**src/logic/ddc_defines.vh**
```
// constants of the ddc1/ddc2b hardware display data channel block
`ifndef DDC_DEFINES_VH
`define DDC_DEFINES_VH
// register byte offsets
`define DDC_OFS_CTRL 8'h00
`define DDC_OFS_AHB 8'h04
`define DDC_OFS_STAT 8'h08
// control register fields
`define DDC_CTRL_CFG_LSB 0
`define DDC_CTRL_EN_BIT 3
`define DDC_CTRL_WP_BIT 4
`define DDC_CTRL_EDE_BIT 5
`define DDC_CTRL_EDF_BIT 6
`define DDC_CTRL_RST 3'h0
`define DDC_AHB_RST 8'h00
// status register fields
`define DDC_STAT_MODE_LSB 8
`define DDC_STAT_I2C_LSB 10
// configuration codes
`define DDC_CF_V2 3'h0
`define DDC_CF_V2_NODDC1 3'h4
`define DDC_CF_PD 3'h1
`define DDC_CF_PD_V2 3'h2
`define DDC_CF_PD_V2_NODDC1 3'h6
`define DDC_CF_FPDI 3'h3
// device addresses, 7 bit
`define DDC_DEV_V1 7'h50
`define DDC_DEV_PD 7'h51
`define DDC_DEV_FP 7'h53
// operating modes
`define DDC_MODE_OFF 2'h0
`define DDC_MODE_DDC1 2'h1
`define DDC_MODE_TRANS 2'h2
`define DDC_MODE_DDC2 2'h3
// timing
`define DDC_CLK_HZ 40000000
`define DDC_TICK_US 1000
`define DDC_TICK_CYC ((`DDC_CLK_HZ / 1000000) * `DDC_TICK_US)
`define DDC_TIMEOUT_MS 2000
`define DDC_TIMEOUT_TICKS (`DDC_TIMEOUT_MS * 1000 / `DDC_TICK_US)
`define DDC_TRANS_VSYNC 8'h80
`define DDC_SYNC_PULSES 4'h9
`define DDC_BYTE_PULSES 4'h9
`define DDC_STALL_CYC 2'h2
`endif

```
**src/logic/ddc_hw_iface.v**
```verilog
// ddc1/ddc2b edid slave with dma path and axi4-lite registers
`timescale 1ns/1ps
`include "ddc_defines.vh"
module ddc_hw_iface #(
    parameter TICK_CYC = `DDC_TICK_CYC,
    parameter TIMEOUT_TICKS = `DDC_TIMEOUT_TICKS
) (
    input wire CLK_I,
    input wire RESETN_I,
    input wire [7:0] S_AXI_AWADDR_I,
    input wire S_AXI_AWVALID_I,
    output reg S_AXI_AWREADY_O,
    input wire [31:0] S_AXI_WDATA_I,
    input wire [3:0] S_AXI_WSTRB_I,
    input wire S_AXI_WVALID_I,
    output reg S_AXI_WREADY_O,
    output reg [1:0] S_AXI_BRESP_O,
    output reg S_AXI_BVALID_O,
    input wire S_AXI_BREADY_I,
    input wire [7:0] S_AXI_ARADDR_I,
    input wire S_AXI_ARVALID_I,
    output reg S_AXI_ARREADY_O,
    output reg [31:0] S_AXI_RDATA_O,
    output reg [1:0] S_AXI_RRESP_O,
    output reg S_AXI_RVALID_O,
    input wire S_AXI_RREADY_I,
    input wire SCL_I,
    input wire SDA_I,
    output reg SDA_O,
    output reg SDA_OE_O,
    input wire VSYNC_CLOCK_IN_I,
    output reg [15:0] MEM_ADDR_O,
    output reg [7:0] MEM_WDATA_O,
    output reg MEM_RD_O,
    output reg MEM_WR_O,
    input wire [7:0] MEM_RDATA_I,
    output reg CPU_STALL_O,
    output reg IRQ_O
);
    // ************************************************
    // registers and synchronisers
    // ************************************************
    reg [2:0] config_select_q;
    reg hw_iface_enable_q;
    reg wp_q;
    reg ede_q;
    reg edf_q;
    reg [7:0] address_high_base_q;
    reg [2:0] scl_s_q;
    reg [2:0] sda_s_q;
    reg [2:0] vs_s_q;
    reg [1:0] mode_q;
    reg [1:0] i2c_q;
    reg [3:0] bit_q;
    reg [7:0] shift_q;
    reg [7:0] tx_q;
    reg [7:0] alr_q;
    reg v2_q;
    reg rd_q;
    reg sub_q;
    reg drv_q;
    reg d1_sync_q;
    reg [3:0] d1_cnt_q;
    reg [7:0] tr_vs_q;
    reg [15:0] tick_q;
    reg [15:0] tmo_q;
    reg [1:0] dma_cnt_q;
    reg dma_wr_q;
    reg en_d_q;
    reg [7:0] awaddr_q;
    reg aw_got_q;
    reg [31:0] wdata_q;
    reg [3:0] wstrb_q;
    reg w_got_q;
    reg edf_set;
    reg dma_rd_go;
    reg dma_wr_go;
    wire scl = scl_s_q[1];
    wire sda = sda_s_q[1];
    wire scl_rise = scl & ~scl_s_q[2];
    wire scl_fall = ~scl & scl_s_q[2];
    wire vs_rise = vs_s_q[1] & ~vs_s_q[2];
    wire i2c_on = (mode_q == `DDC_MODE_TRANS) || (mode_q == `DDC_MODE_DDC2);
    wire start_ev = i2c_on & scl & scl_s_q[2] & ~sda & sda_s_q[2];
    wire stop_ev = i2c_on & scl & scl_s_q[2] & sda & ~sda_s_q[2];
    wire ddc1_ok = (config_select_q == `DDC_CF_V2) || (config_select_q == `DDC_CF_PD_V2);
    wire [6:0] dev = shift_q[7:1];
    wire m_v1 = (dev == `DDC_DEV_V1) && !config_select_q[0];
    wire m_pd = (dev == `DDC_DEV_PD) && ((config_select_q == `DDC_CF_PD) ||
        (config_select_q == `DDC_CF_PD_V2) || (config_select_q == `DDC_CF_PD_V2_NODDC1));
    wire m_fp = (dev == `DDC_DEV_FP) && (config_select_q == `DDC_CF_FPDI);
    wire dev_match = m_v1 | m_pd | m_fp;
    wire [7:0] alr_inc = v2_q ? alr_q + 8'h01 : {alr_q[7], alr_q[6:0] + 7'h01};
    wire alr_last = v2_q ? (alr_q == 8'hff) : (alr_q[6:0] == 7'h7f);
    wire [7:0] ahb_eff = (config_select_q[1:0] == 2'b10) ?
        {address_high_base_q[7:1], ~v2_q} : address_high_base_q;
    wire tmo_hit = (tick_q == TICK_CYC[15:0] - 16'h0001) && (tmo_q == TIMEOUT_TICKS[15:0] - 16'h0001);

    always @(posedge CLK_I or negedge RESETN_I) begin
        if (!RESETN_I) begin
            scl_s_q <= 3'h7;
            sda_s_q <= 3'h7;
            vs_s_q <= 3'h0;
        end else begin
            scl_s_q <= {scl_s_q[1:0], SCL_I};
            sda_s_q <= {sda_s_q[1:0], SDA_I};
            vs_s_q <= {vs_s_q[1:0], VSYNC_CLOCK_IN_I};
        end
    end

    // ************************************************
    // mode, ddc1 shifter, i2c slave
    // ************************************************
    always @(posedge CLK_I or negedge RESETN_I) begin
        if (!RESETN_I) begin
            mode_q <= `DDC_MODE_OFF;
            i2c_q <= 2'h0;
            bit_q <= 4'h0;
            shift_q <= 8'h00;
            alr_q <= 8'h00;
            v2_q <= 1'b0;
            rd_q <= 1'b0;
            sub_q <= 1'b0;
            drv_q <= 1'b0;
            d1_sync_q <= 1'b1;
            d1_cnt_q <= 4'h0;
            tr_vs_q <= 8'h00;
            tick_q <= 16'h0000;
            tmo_q <= 16'h0000;
            en_d_q <= 1'b0;
            dma_rd_go <= 1'b0;
            dma_wr_go <= 1'b0;
            edf_set <= 1'b0;
        end else begin
            en_d_q <= hw_iface_enable_q;
            dma_rd_go <= 1'b0;
            dma_wr_go <= 1'b0;
            edf_set <= 1'b0;
            if (!hw_iface_enable_q) begin
                mode_q <= `DDC_MODE_OFF;
                i2c_q <= 2'h0;
                drv_q <= 1'b0;
            end else if (!en_d_q) begin
                alr_q <= 8'h00;
                i2c_q <= 2'h0;
                drv_q <= 1'b0;
                if (ddc1_ok) begin
                    mode_q <= `DDC_MODE_DDC1;
                    v2_q <= 1'b0;
                    d1_sync_q <= 1'b1;
                    d1_cnt_q <= 4'h0;
                    dma_rd_go <= 1'b1;
                end else begin
                    mode_q <= `DDC_MODE_DDC2;
                end
            end else if (mode_q == `DDC_MODE_DDC1) begin
                if (scl_fall) begin
                    mode_q <= `DDC_MODE_TRANS;
                    drv_q <= 1'b0;
                    tr_vs_q <= 8'h00;
                    tick_q <= 16'h0000;
                    tmo_q <= 16'h0000;
                    i2c_q <= 2'h0;
                end else if (vs_rise) begin
                    if (d1_sync_q) begin
                        drv_q <= 1'b0;
                        if (d1_cnt_q == `DDC_SYNC_PULSES - 4'h1) begin
                            d1_sync_q <= 1'b0;
                            d1_cnt_q <= 4'h0;
                        end else begin
                            d1_cnt_q <= d1_cnt_q + 4'h1;
                        end
                    end else if (d1_cnt_q == `DDC_BYTE_PULSES - 4'h1) begin
                        drv_q <= 1'b0;
                        d1_cnt_q <= 4'h0;
                        alr_q <= alr_inc;
                        dma_rd_go <= 1'b1;
                    end else begin
                        drv_q <= ~tx_q[3'h7 - d1_cnt_q[2:0]];
                        d1_cnt_q <= d1_cnt_q + 4'h1;
                    end
                end
            end else if (i2c_on) begin
                if (mode_q == `DDC_MODE_TRANS) begin
                    if (scl_rise || scl_fall) begin
                        tr_vs_q <= 8'h00;
                        tick_q <= 16'h0000;
                        tmo_q <= 16'h0000;
                    end else begin
                        if (vs_rise) begin
                            tr_vs_q <= tr_vs_q + 8'h01;
                        end
                        if (tick_q == TICK_CYC[15:0] - 16'h0001) begin
                            tick_q <= 16'h0000;
                            tmo_q <= tmo_q + 16'h0001;
                        end else begin
                            tick_q <= tick_q + 16'h0001;
                        end
                        if ((vs_rise && tr_vs_q == `DDC_TRANS_VSYNC - 8'h01) || tmo_hit) begin
                            mode_q <= `DDC_MODE_DDC1;
                            i2c_q <= 2'h0;
                            drv_q <= 1'b0;
                            alr_q <= 8'h00;
                            v2_q <= 1'b0;
                            d1_cnt_q <= 4'h0;
                            dma_rd_go <= 1'b1;
                        end
                    end
                end
                if (start_ev) begin
                    i2c_q <= 2'h1;
                    bit_q <= 4'h0;
                    drv_q <= 1'b0;
                end else if (stop_ev) begin
                    i2c_q <= 2'h0;
                    drv_q <= 1'b0;
                end else if (i2c_q != 2'h0 && scl_rise) begin
                    if (bit_q < 4'h8) begin
                        shift_q <= {shift_q[6:0], sda};
                        bit_q <= bit_q + 4'h1;
                    end else begin
                        bit_q <= 4'h9;
                        if (i2c_q == 2'h3) begin
                            alr_q <= alr_inc;
                            if (sda) begin
                                i2c_q <= 2'h0;
                            end else begin
                                dma_rd_go <= 1'b1;
                            end
                        end
                    end
                end else if (i2c_q != 2'h0 && scl_fall) begin
                    if (bit_q == 4'h8) begin
                        case (i2c_q)
                            2'h1: begin
                                if (dev_match) begin
                                    drv_q <= 1'b1;
                                    mode_q <= `DDC_MODE_DDC2;
                                    v2_q <= ~m_v1;
                                    rd_q <= shift_q[0];
                                    sub_q <= ~shift_q[0];
                                    if (mode_q == `DDC_MODE_TRANS) begin
                                        alr_q <= 8'h00;
                                    end
                                    if (shift_q[0]) begin
                                        dma_rd_go <= 1'b1;
                                    end
                                end else begin
                                    i2c_q <= 2'h0;
                                end
                            end
                            2'h2: begin
                                drv_q <= 1'b1;
                                if (sub_q) begin
                                    alr_q <= shift_q;
                                    sub_q <= 1'b0;
                                end else begin
                                    alr_q <= alr_inc;
                                    dma_wr_go <= ~wp_q;
                                    edf_set <= ~wp_q & alr_last;
                                end
                            end
                            default: begin
                                drv_q <= 1'b0;
                            end
                        endcase
                    end else if (bit_q == 4'h9) begin
                        bit_q <= 4'h0;
                        if (i2c_q == 2'h1) begin
                            i2c_q <= rd_q ? 2'h3 : 2'h2;
                        end
                        drv_q <= (i2c_q == 2'h3 || (i2c_q == 2'h1 && rd_q)) ? ~tx_q[7] : 1'b0;
                    end else if (i2c_q == 2'h3) begin
                        drv_q <= ~tx_q[3'h7 - bit_q[2:0]];
                    end
                end
            end
        end
    end

    // ************************************************
    // dma path with cpu stall
    // ************************************************
    always @(posedge CLK_I or negedge RESETN_I) begin
        if (!RESETN_I) begin
            dma_cnt_q <= 2'h0;
            dma_wr_q <= 1'b0;
            tx_q <= 8'h00;
            MEM_ADDR_O <= 16'h0000;
            MEM_WDATA_O <= 8'h00;
            MEM_RD_O <= 1'b0;
            MEM_WR_O <= 1'b0;
            CPU_STALL_O <= 1'b0;
        end else if (dma_rd_go || dma_wr_go) begin
            dma_cnt_q <= 2'h1;
            dma_wr_q <= dma_wr_go;
            MEM_ADDR_O <= {ahb_eff, dma_wr_go ? (v2_q ? alr_q - 8'h01 : {alr_q[7], alr_q[6:0] - 7'h01}) : alr_q};
            MEM_WDATA_O <= shift_q;
            MEM_RD_O <= dma_rd_go;
            MEM_WR_O <= dma_wr_go;
            CPU_STALL_O <= 1'b1;
        end else if (dma_cnt_q == `DDC_STALL_CYC - 2'h1) begin
            dma_cnt_q <= `DDC_STALL_CYC;
        end else if (dma_cnt_q == `DDC_STALL_CYC) begin
            dma_cnt_q <= 2'h0;
            if (!dma_wr_q) begin
                tx_q <= MEM_RDATA_I;
            end
            MEM_RD_O <= 1'b0;
            MEM_WR_O <= 1'b0;
            CPU_STALL_O <= 1'b0;
        end
    end

    // ************************************************
    // pins and interrupt
    // ************************************************
    always @(posedge CLK_I or negedge RESETN_I) begin
        if (!RESETN_I) begin
            SDA_O <= 1'b0;
            SDA_OE_O <= 1'b0;
            IRQ_O <= 1'b0;
        end else begin
            SDA_O <= 1'b0;
            SDA_OE_O <= drv_q & hw_iface_enable_q;
            IRQ_O <= edf_q & ede_q;
        end
    end

    // ************************************************
    // axi4-lite slave
    // ************************************************
    wire wr_fire = aw_got_q && w_got_q && !S_AXI_BVALID_O;
    wire [5:0] wr_idx = awaddr_q[7:2];
    always @(posedge CLK_I or negedge RESETN_I) begin
        if (!RESETN_I) begin
            S_AXI_AWREADY_O <= 1'b0;
            S_AXI_WREADY_O <= 1'b0;
            S_AXI_BVALID_O <= 1'b0;
            S_AXI_BRESP_O <= 2'h0;
            aw_got_q <= 1'b0;
            w_got_q <= 1'b0;
            awaddr_q <= 8'h00;
            wdata_q <= 32'h00000000;
            wstrb_q <= 4'h0;
            config_select_q <= `DDC_CTRL_RST;
            hw_iface_enable_q <= 1'b0;
            wp_q <= 1'b0;
            ede_q <= 1'b0;
            edf_q <= 1'b0;
            address_high_base_q <= `DDC_AHB_RST;
        end else begin
            S_AXI_AWREADY_O <= !aw_got_q && !(S_AXI_AWVALID_I && S_AXI_AWREADY_O);
            S_AXI_WREADY_O <= !w_got_q && !(S_AXI_WVALID_I && S_AXI_WREADY_O);
            if (S_AXI_AWVALID_I && S_AXI_AWREADY_O) begin
                aw_got_q <= 1'b1;
                awaddr_q <= S_AXI_AWADDR_I;
            end
            if (S_AXI_WVALID_I && S_AXI_WREADY_O) begin
                w_got_q <= 1'b1;
                wdata_q <= S_AXI_WDATA_I;
                wstrb_q <= S_AXI_WSTRB_I;
            end
            if (S_AXI_BVALID_O && S_AXI_BREADY_I) begin
                S_AXI_BVALID_O <= 1'b0;
                aw_got_q <= 1'b0;
                w_got_q <= 1'b0;
            end
            if (wr_fire) begin
                S_AXI_BVALID_O <= 1'b1;
                S_AXI_BRESP_O <= 2'h0;
                if (awaddr_q == `DDC_OFS_CTRL) begin
                    if (wstrb_q[0]) begin
                        if (!hw_iface_enable_q) begin
                            config_select_q <= wdata_q[`DDC_CTRL_CFG_LSB +: 3];
                        end
                        hw_iface_enable_q <= wdata_q[`DDC_CTRL_EN_BIT];
                        wp_q <= wdata_q[`DDC_CTRL_WP_BIT];
                        ede_q <= wdata_q[`DDC_CTRL_EDE_BIT];
                    end
                end else if (awaddr_q == `DDC_OFS_AHB) begin
                    if (wstrb_q[0]) begin
                        address_high_base_q <= wdata_q[7:0];
                    end
                end else if (awaddr_q != `DDC_OFS_STAT || wr_idx > 6'h02) begin
                    S_AXI_BRESP_O <= 2'h2;
                end
            end
            if (edf_set) begin
                edf_q <= 1'b1;
            end else if (wr_fire && awaddr_q == `DDC_OFS_CTRL && wstrb_q[0] && wdata_q[`DDC_CTRL_EDF_BIT]) begin
                edf_q <= 1'b0;
            end
        end
    end

    always @(posedge CLK_I or negedge RESETN_I) begin
        if (!RESETN_I) begin
            S_AXI_ARREADY_O <= 1'b0;
            S_AXI_RVALID_O <= 1'b0;
            S_AXI_RDATA_O <= 32'h00000000;
            S_AXI_RRESP_O <= 2'h0;
        end else if (S_AXI_ARVALID_I && S_AXI_ARREADY_O) begin
            S_AXI_ARREADY_O <= 1'b0;
            S_AXI_RVALID_O <= 1'b1;
            S_AXI_RRESP_O <= 2'h0;
            S_AXI_RDATA_O <= 32'h00000000;
            case (S_AXI_ARADDR_I)
                `DDC_OFS_CTRL: S_AXI_RDATA_O <= {25'h0000000, edf_q, ede_q, wp_q, hw_iface_enable_q, config_select_q};
                `DDC_OFS_AHB: S_AXI_RDATA_O <= {24'h000000, address_high_base_q};
                `DDC_OFS_STAT: S_AXI_RDATA_O <= {20'h00000, i2c_q, mode_q, alr_q};
                default: S_AXI_RRESP_O <= 2'h2;
            endcase
        end else if (S_AXI_RVALID_O) begin
            if (S_AXI_RREADY_I) begin
                S_AXI_RVALID_O <= 1'b0;
                S_AXI_ARREADY_O <= 1'b1;
            end
        end else begin
            S_AXI_ARREADY_O <= 1'b1;
        end
    end
endmodule // ddc_hw_iface

```
**config.mk**
```make
export PLATFORM = sky130hd
export DESIGN_NAME = ddc_hw_iface
export DESIGN_NICKNAME = d
export VERILOG_FILES = /design/src/logic/ddc_hw_iface.v
export VERILOG_INCLUDE_DIRS = /design/src /design/src/logic
export SDC_FILE = /design/constraint.sdc
export NUM_CORES = 1
export LEC_CHECK = 0
export BUFFER_PORTS_ARGS = -buffer_cell sky130_fd_sc_hd__buf_4
export CAP_MARGIN = 20
export CORE_MARGIN = 5
export CORE_UTILIZATION = 45
export DETAILED_ROUTE_END_ITERATION = 16
export PLACE_DENSITY_LB_ADDON = 0.1
export SETUP_SLACK_MARGIN = 0.4
export SLEW_MARGIN = 40
export SYNTH_ARGS = -nofsm -noshare
export SYNTH_HDL_FRONTEND = slang
export SYNTH_SLANG_ARGS = --single-unit
```
**constraint.sdc**
```tcl
create_clock -name CLK_I -period 3.7 [get_ports CLK_I]
set_clock_uncertainty 0.1 [all_clocks]
set_input_delay 0.74 -clock CLK_I [delete_from_list [all_inputs] [get_ports CLK_I]]
set_output_delay 0.74 -clock CLK_I [all_outputs]
set_load 0.005 [all_outputs]
```
==> run_results.csv <==
group,metric,value,unit
run_status,outcome,"complete, no violations",
power_and_ir_drop,leakage,5.07,nW
grt,grtUsageTotal,19.9,%
clock_tree,insertion_delay,0.44,ns
grt,antenna_found_initial,0,
yosys,synthArstFlopShare,100,%
power_and_ir_drop,internal_power,3.43,mW
power_and_ir_drop,ir_drop,346,uV
die,io_pins,141,
power_and_ir_drop,p_clk_share,39.5,%
die,initial_utilization,45.5,%
yosys,syn_area_per_cell,10.0,um^2
timing,rsz0062_at_grt,"no",
setup_path,cp.required,3.92,ns
clock_tree,cts.sink_count,179,
clock_tree,clock_path_buffers,2,
routing,dr.pass1.iters,5,
timing,slew_headroom,55.2,%
die,die_x,155,um
clock_tree,cts_inserted_buffers,17,
setup_path,crit_path_end_kind,"flop",
routing,wirelength,23700,um
clock_tree,cts_root_buffer,"clkbuf_16",
timing,final.min_clock_period,3.05,ns
timing,worst_pin_slew,0.668,ns
layout,final_area,11100,um^2
hold_path,min_path_type,"in2async",
setup_path,r2r_slack,0.65,ns
yosys,ys_ff_latch,179,
routing,drc,0,
clock_tree,clk_pin_slew,0.08,ns
place,place_congestion,0.938,
timing,maxClockFrequency,328,MHz
power_and_ir_drop,switching_share,29.0,%
layout,layout-drive-gt1-share,22.7,%
setup_path,ff2ff_path_depth,7,
clock_tree,cts_resized,0,
timing,final-hold-violation-count,0,
yosys,synthCells,946,
routing,wl_per_cell,18.0,um
place,dp_hpwl,17500,um
setup_path,cp.arrival,3.27,ns
die,core-area,20900,um^2
die,dieHeight,155,um
power_and_ir_drop,p_per_area,435,nW/um^2
timing,finalSetupTns,0,ns
clock_tree,cts_hold_buffers,0,
layout,nets,1118,
grt,grt_overflow,0,
yosys,synth_edf_count,0,
flow_run,max-cap-violations,0,
power_and_ir_drop,power.switching,1.40,mW
yosys,synth_largest_area_cell,"dfrtp_1",
routing,num_vias,7536,
yosys,ys_seq_area_share,47.3,%
power_and_ir_drop,combPwrFrac,12.3,%
yosys,ys.flop_type,"dfrtp_1",
setup_path,startpoint_type,"flop",
grt,grt_pass1_vias,7249,
timing,setup_viol,0,
yosys,yosys.area.top_type_share,45.3,%
routing,ant_nets,0,
routing,avgViaCountPerCell,5.72,
setup_path,path_max_fanout,6,
die,dieArea,24100,um^2
routing,drt-initial-drc-count,538,
place,placed_area,10400,um^2
grt,grt_pass1_wl,38800,um
die,placementRows,53,
place,io_buffers,90,
timing,holdWs,0.0211,ns
timing,period_share,82.3,%
setup_path,worst-setup-path-type,"reg2reg",
power_and_ir_drop,seq_power_share,48.2,%
layout,areaGrowthSynthToFinish,16.9,%
layout,n_antenna_cell,0,
clock_tree,cts_tree,"built",
yosys,synth.distinct_cells,75,
clock_tree,h-tree-depth,4,
yosys,syn-cell-area,9490,um^2
yosys,synth.area.top_cells,"dfrtp_1, mux2_2, nand2_1",
clock_tree,post_cts_buffers,0,
grt,grt_max_degree,98,
timing,drv_slew,0,
yosys,ys_warn_count,0,
## Yosys cell counts, types with 3 or more instances
cell type  number
ha_1           19
clkbuf_1       39
a21o_1          7
a31oi_1        10
and2_1         10
o311ai_0        4
mux2i_1        13
mux4_2          4
a211oi_1        5
nand2_1        82
a31o_2          4
xnor2_1        13
dfstp_2         7
nor4_1         14
nand2b_1       14
or3_1           8
nor2b_1        14
mux2_2         64
a22oi_1         3
o21ai_0        61
o211ai_1       10
o41ai_1         3
buf_4          24
a22o_1          4
o211a_1         5
a21oi_1        47
inv_1          32
a21boi_0        3
a32o_1          3
nor2_1         66
or4_1           3
xor2_1         27
nand3_1        30
or2_2           8
and3_1         11
nand4_1        25
dfrtp_1       172
o31ai_1         6
nand3b_1        7
nor3_1         15
o2111ai_1       3
## cell type report
class / instances / area [um^2]
Fill cell: 1901 / 9790
Multi-Input combinational cell: 692 / 4660
Sequential cell: 179 / 4490
Timing Repair Buffer: 107 / 856
Clock buffer: 17 / 425
Tap cell: 275 / 344
Clock inverter: 15 / 204
Inverter: 32 / 120
## path summary, 6_finish.rpt
check | startpoint | end
max | tick_q[9] | alr_q[1]
min | RESETN_I | MEM_ADDR_O[3]
max reg2reg | tick_q[9] | alr_q[1]
min reg2reg | vs_s_q[0] | vs_s_q[1]
max in group asynchronous | RESETN_I | d1_sync_q
min in group CLK_I | vs_s_q[0] | vs_s_q[1]
## state kept, by name, indices dropped and copies added (netlist names), 12 cells and up
register / cells
tmo_q: 16
MEM_ADDR_O: 16
tick_q: 16
S_AXI_RDATA_O: 12
## power by group through the flow
stage          registers, mW  clock network, mW  logic, mW
2_1_floorplan           2.31                  0      0.393
3_3_place_gp            2.36                  0      0.586
3_5_place_dp            2.37                  0      0.600
4_1_cts                 2.33               1.95      0.601
5_1_grt                 2.36               2.03      0.657
6_report                2.33               1.90      0.593
## kinds of logic (layout without fill, tap and decap cells)
group	count (synthesis)	in the layout	share of synthesized area (%)
and+or+nand+nor	326	326	17.6
AOI/OAI and AO/OA	203	203	14.2
DFF	179	179	47.3
buffers and inverters	97	171	4.78
muxes	81	81	9.91
xor gates and xnor gates	40	40	3.69
adders and majority gates	19	19	2.50
other	1	23	0.0395
## through the flow
stage | std cells | worst slack, ns | util (%) | total power [mW]
after floorplan | 968 | 0.955 | - | 2.70
after global placement | 1281 | 0.448 | 49.8 | 2.95
after detailed placement | 1281 | 0.474 | 49.9 | 2.97
after CTS | 1313 | 0.420 | 52.9 | 4.88
after global routing | 1317 | 0.475 | 53.1 | 5.05
final | 1317 | 0.654 | 53.1 | 4.83
## cell usage in the layout (no fill, tap or decap), types with 19 or more instances in the layout
cell type  instances
nand4_1           25
inv_1             32
xor2_1            27
a21oi_1           47
buf_4            103
conb_1            23
mux2_2            64
nand2_1           82
nand3_1           30
nor2_1            65
ha_1              19
dfrtp_1          172
o21ai_0           61
## layer usage
metal | share of wire, % | GRT usage (%) | vias up | wire length, um
li1 | - | - | 3540 | -
met1 | 44 | 28.3 | 3682 | 10500
met2 | 47 | 31.0 | 269 | 11100
met3 | 6.7 | 3.76 | 45 | 1580
met4 | 2.0 | 6.42 | 0 | 466
met5 | 0 | 0 | - | 0
## critical path, stage by stage, from the launching register on
cell     delay (ns)
dfrtp_1        0.41
or4b_2         0.70
or4_1          0.61
o31ai_4        0.35
buf_4          0.22
and2_4         0.20
o21ai_2        0.07
a32o_1         0.28
No activity file was read; power rests on OpenSTA's default activity.
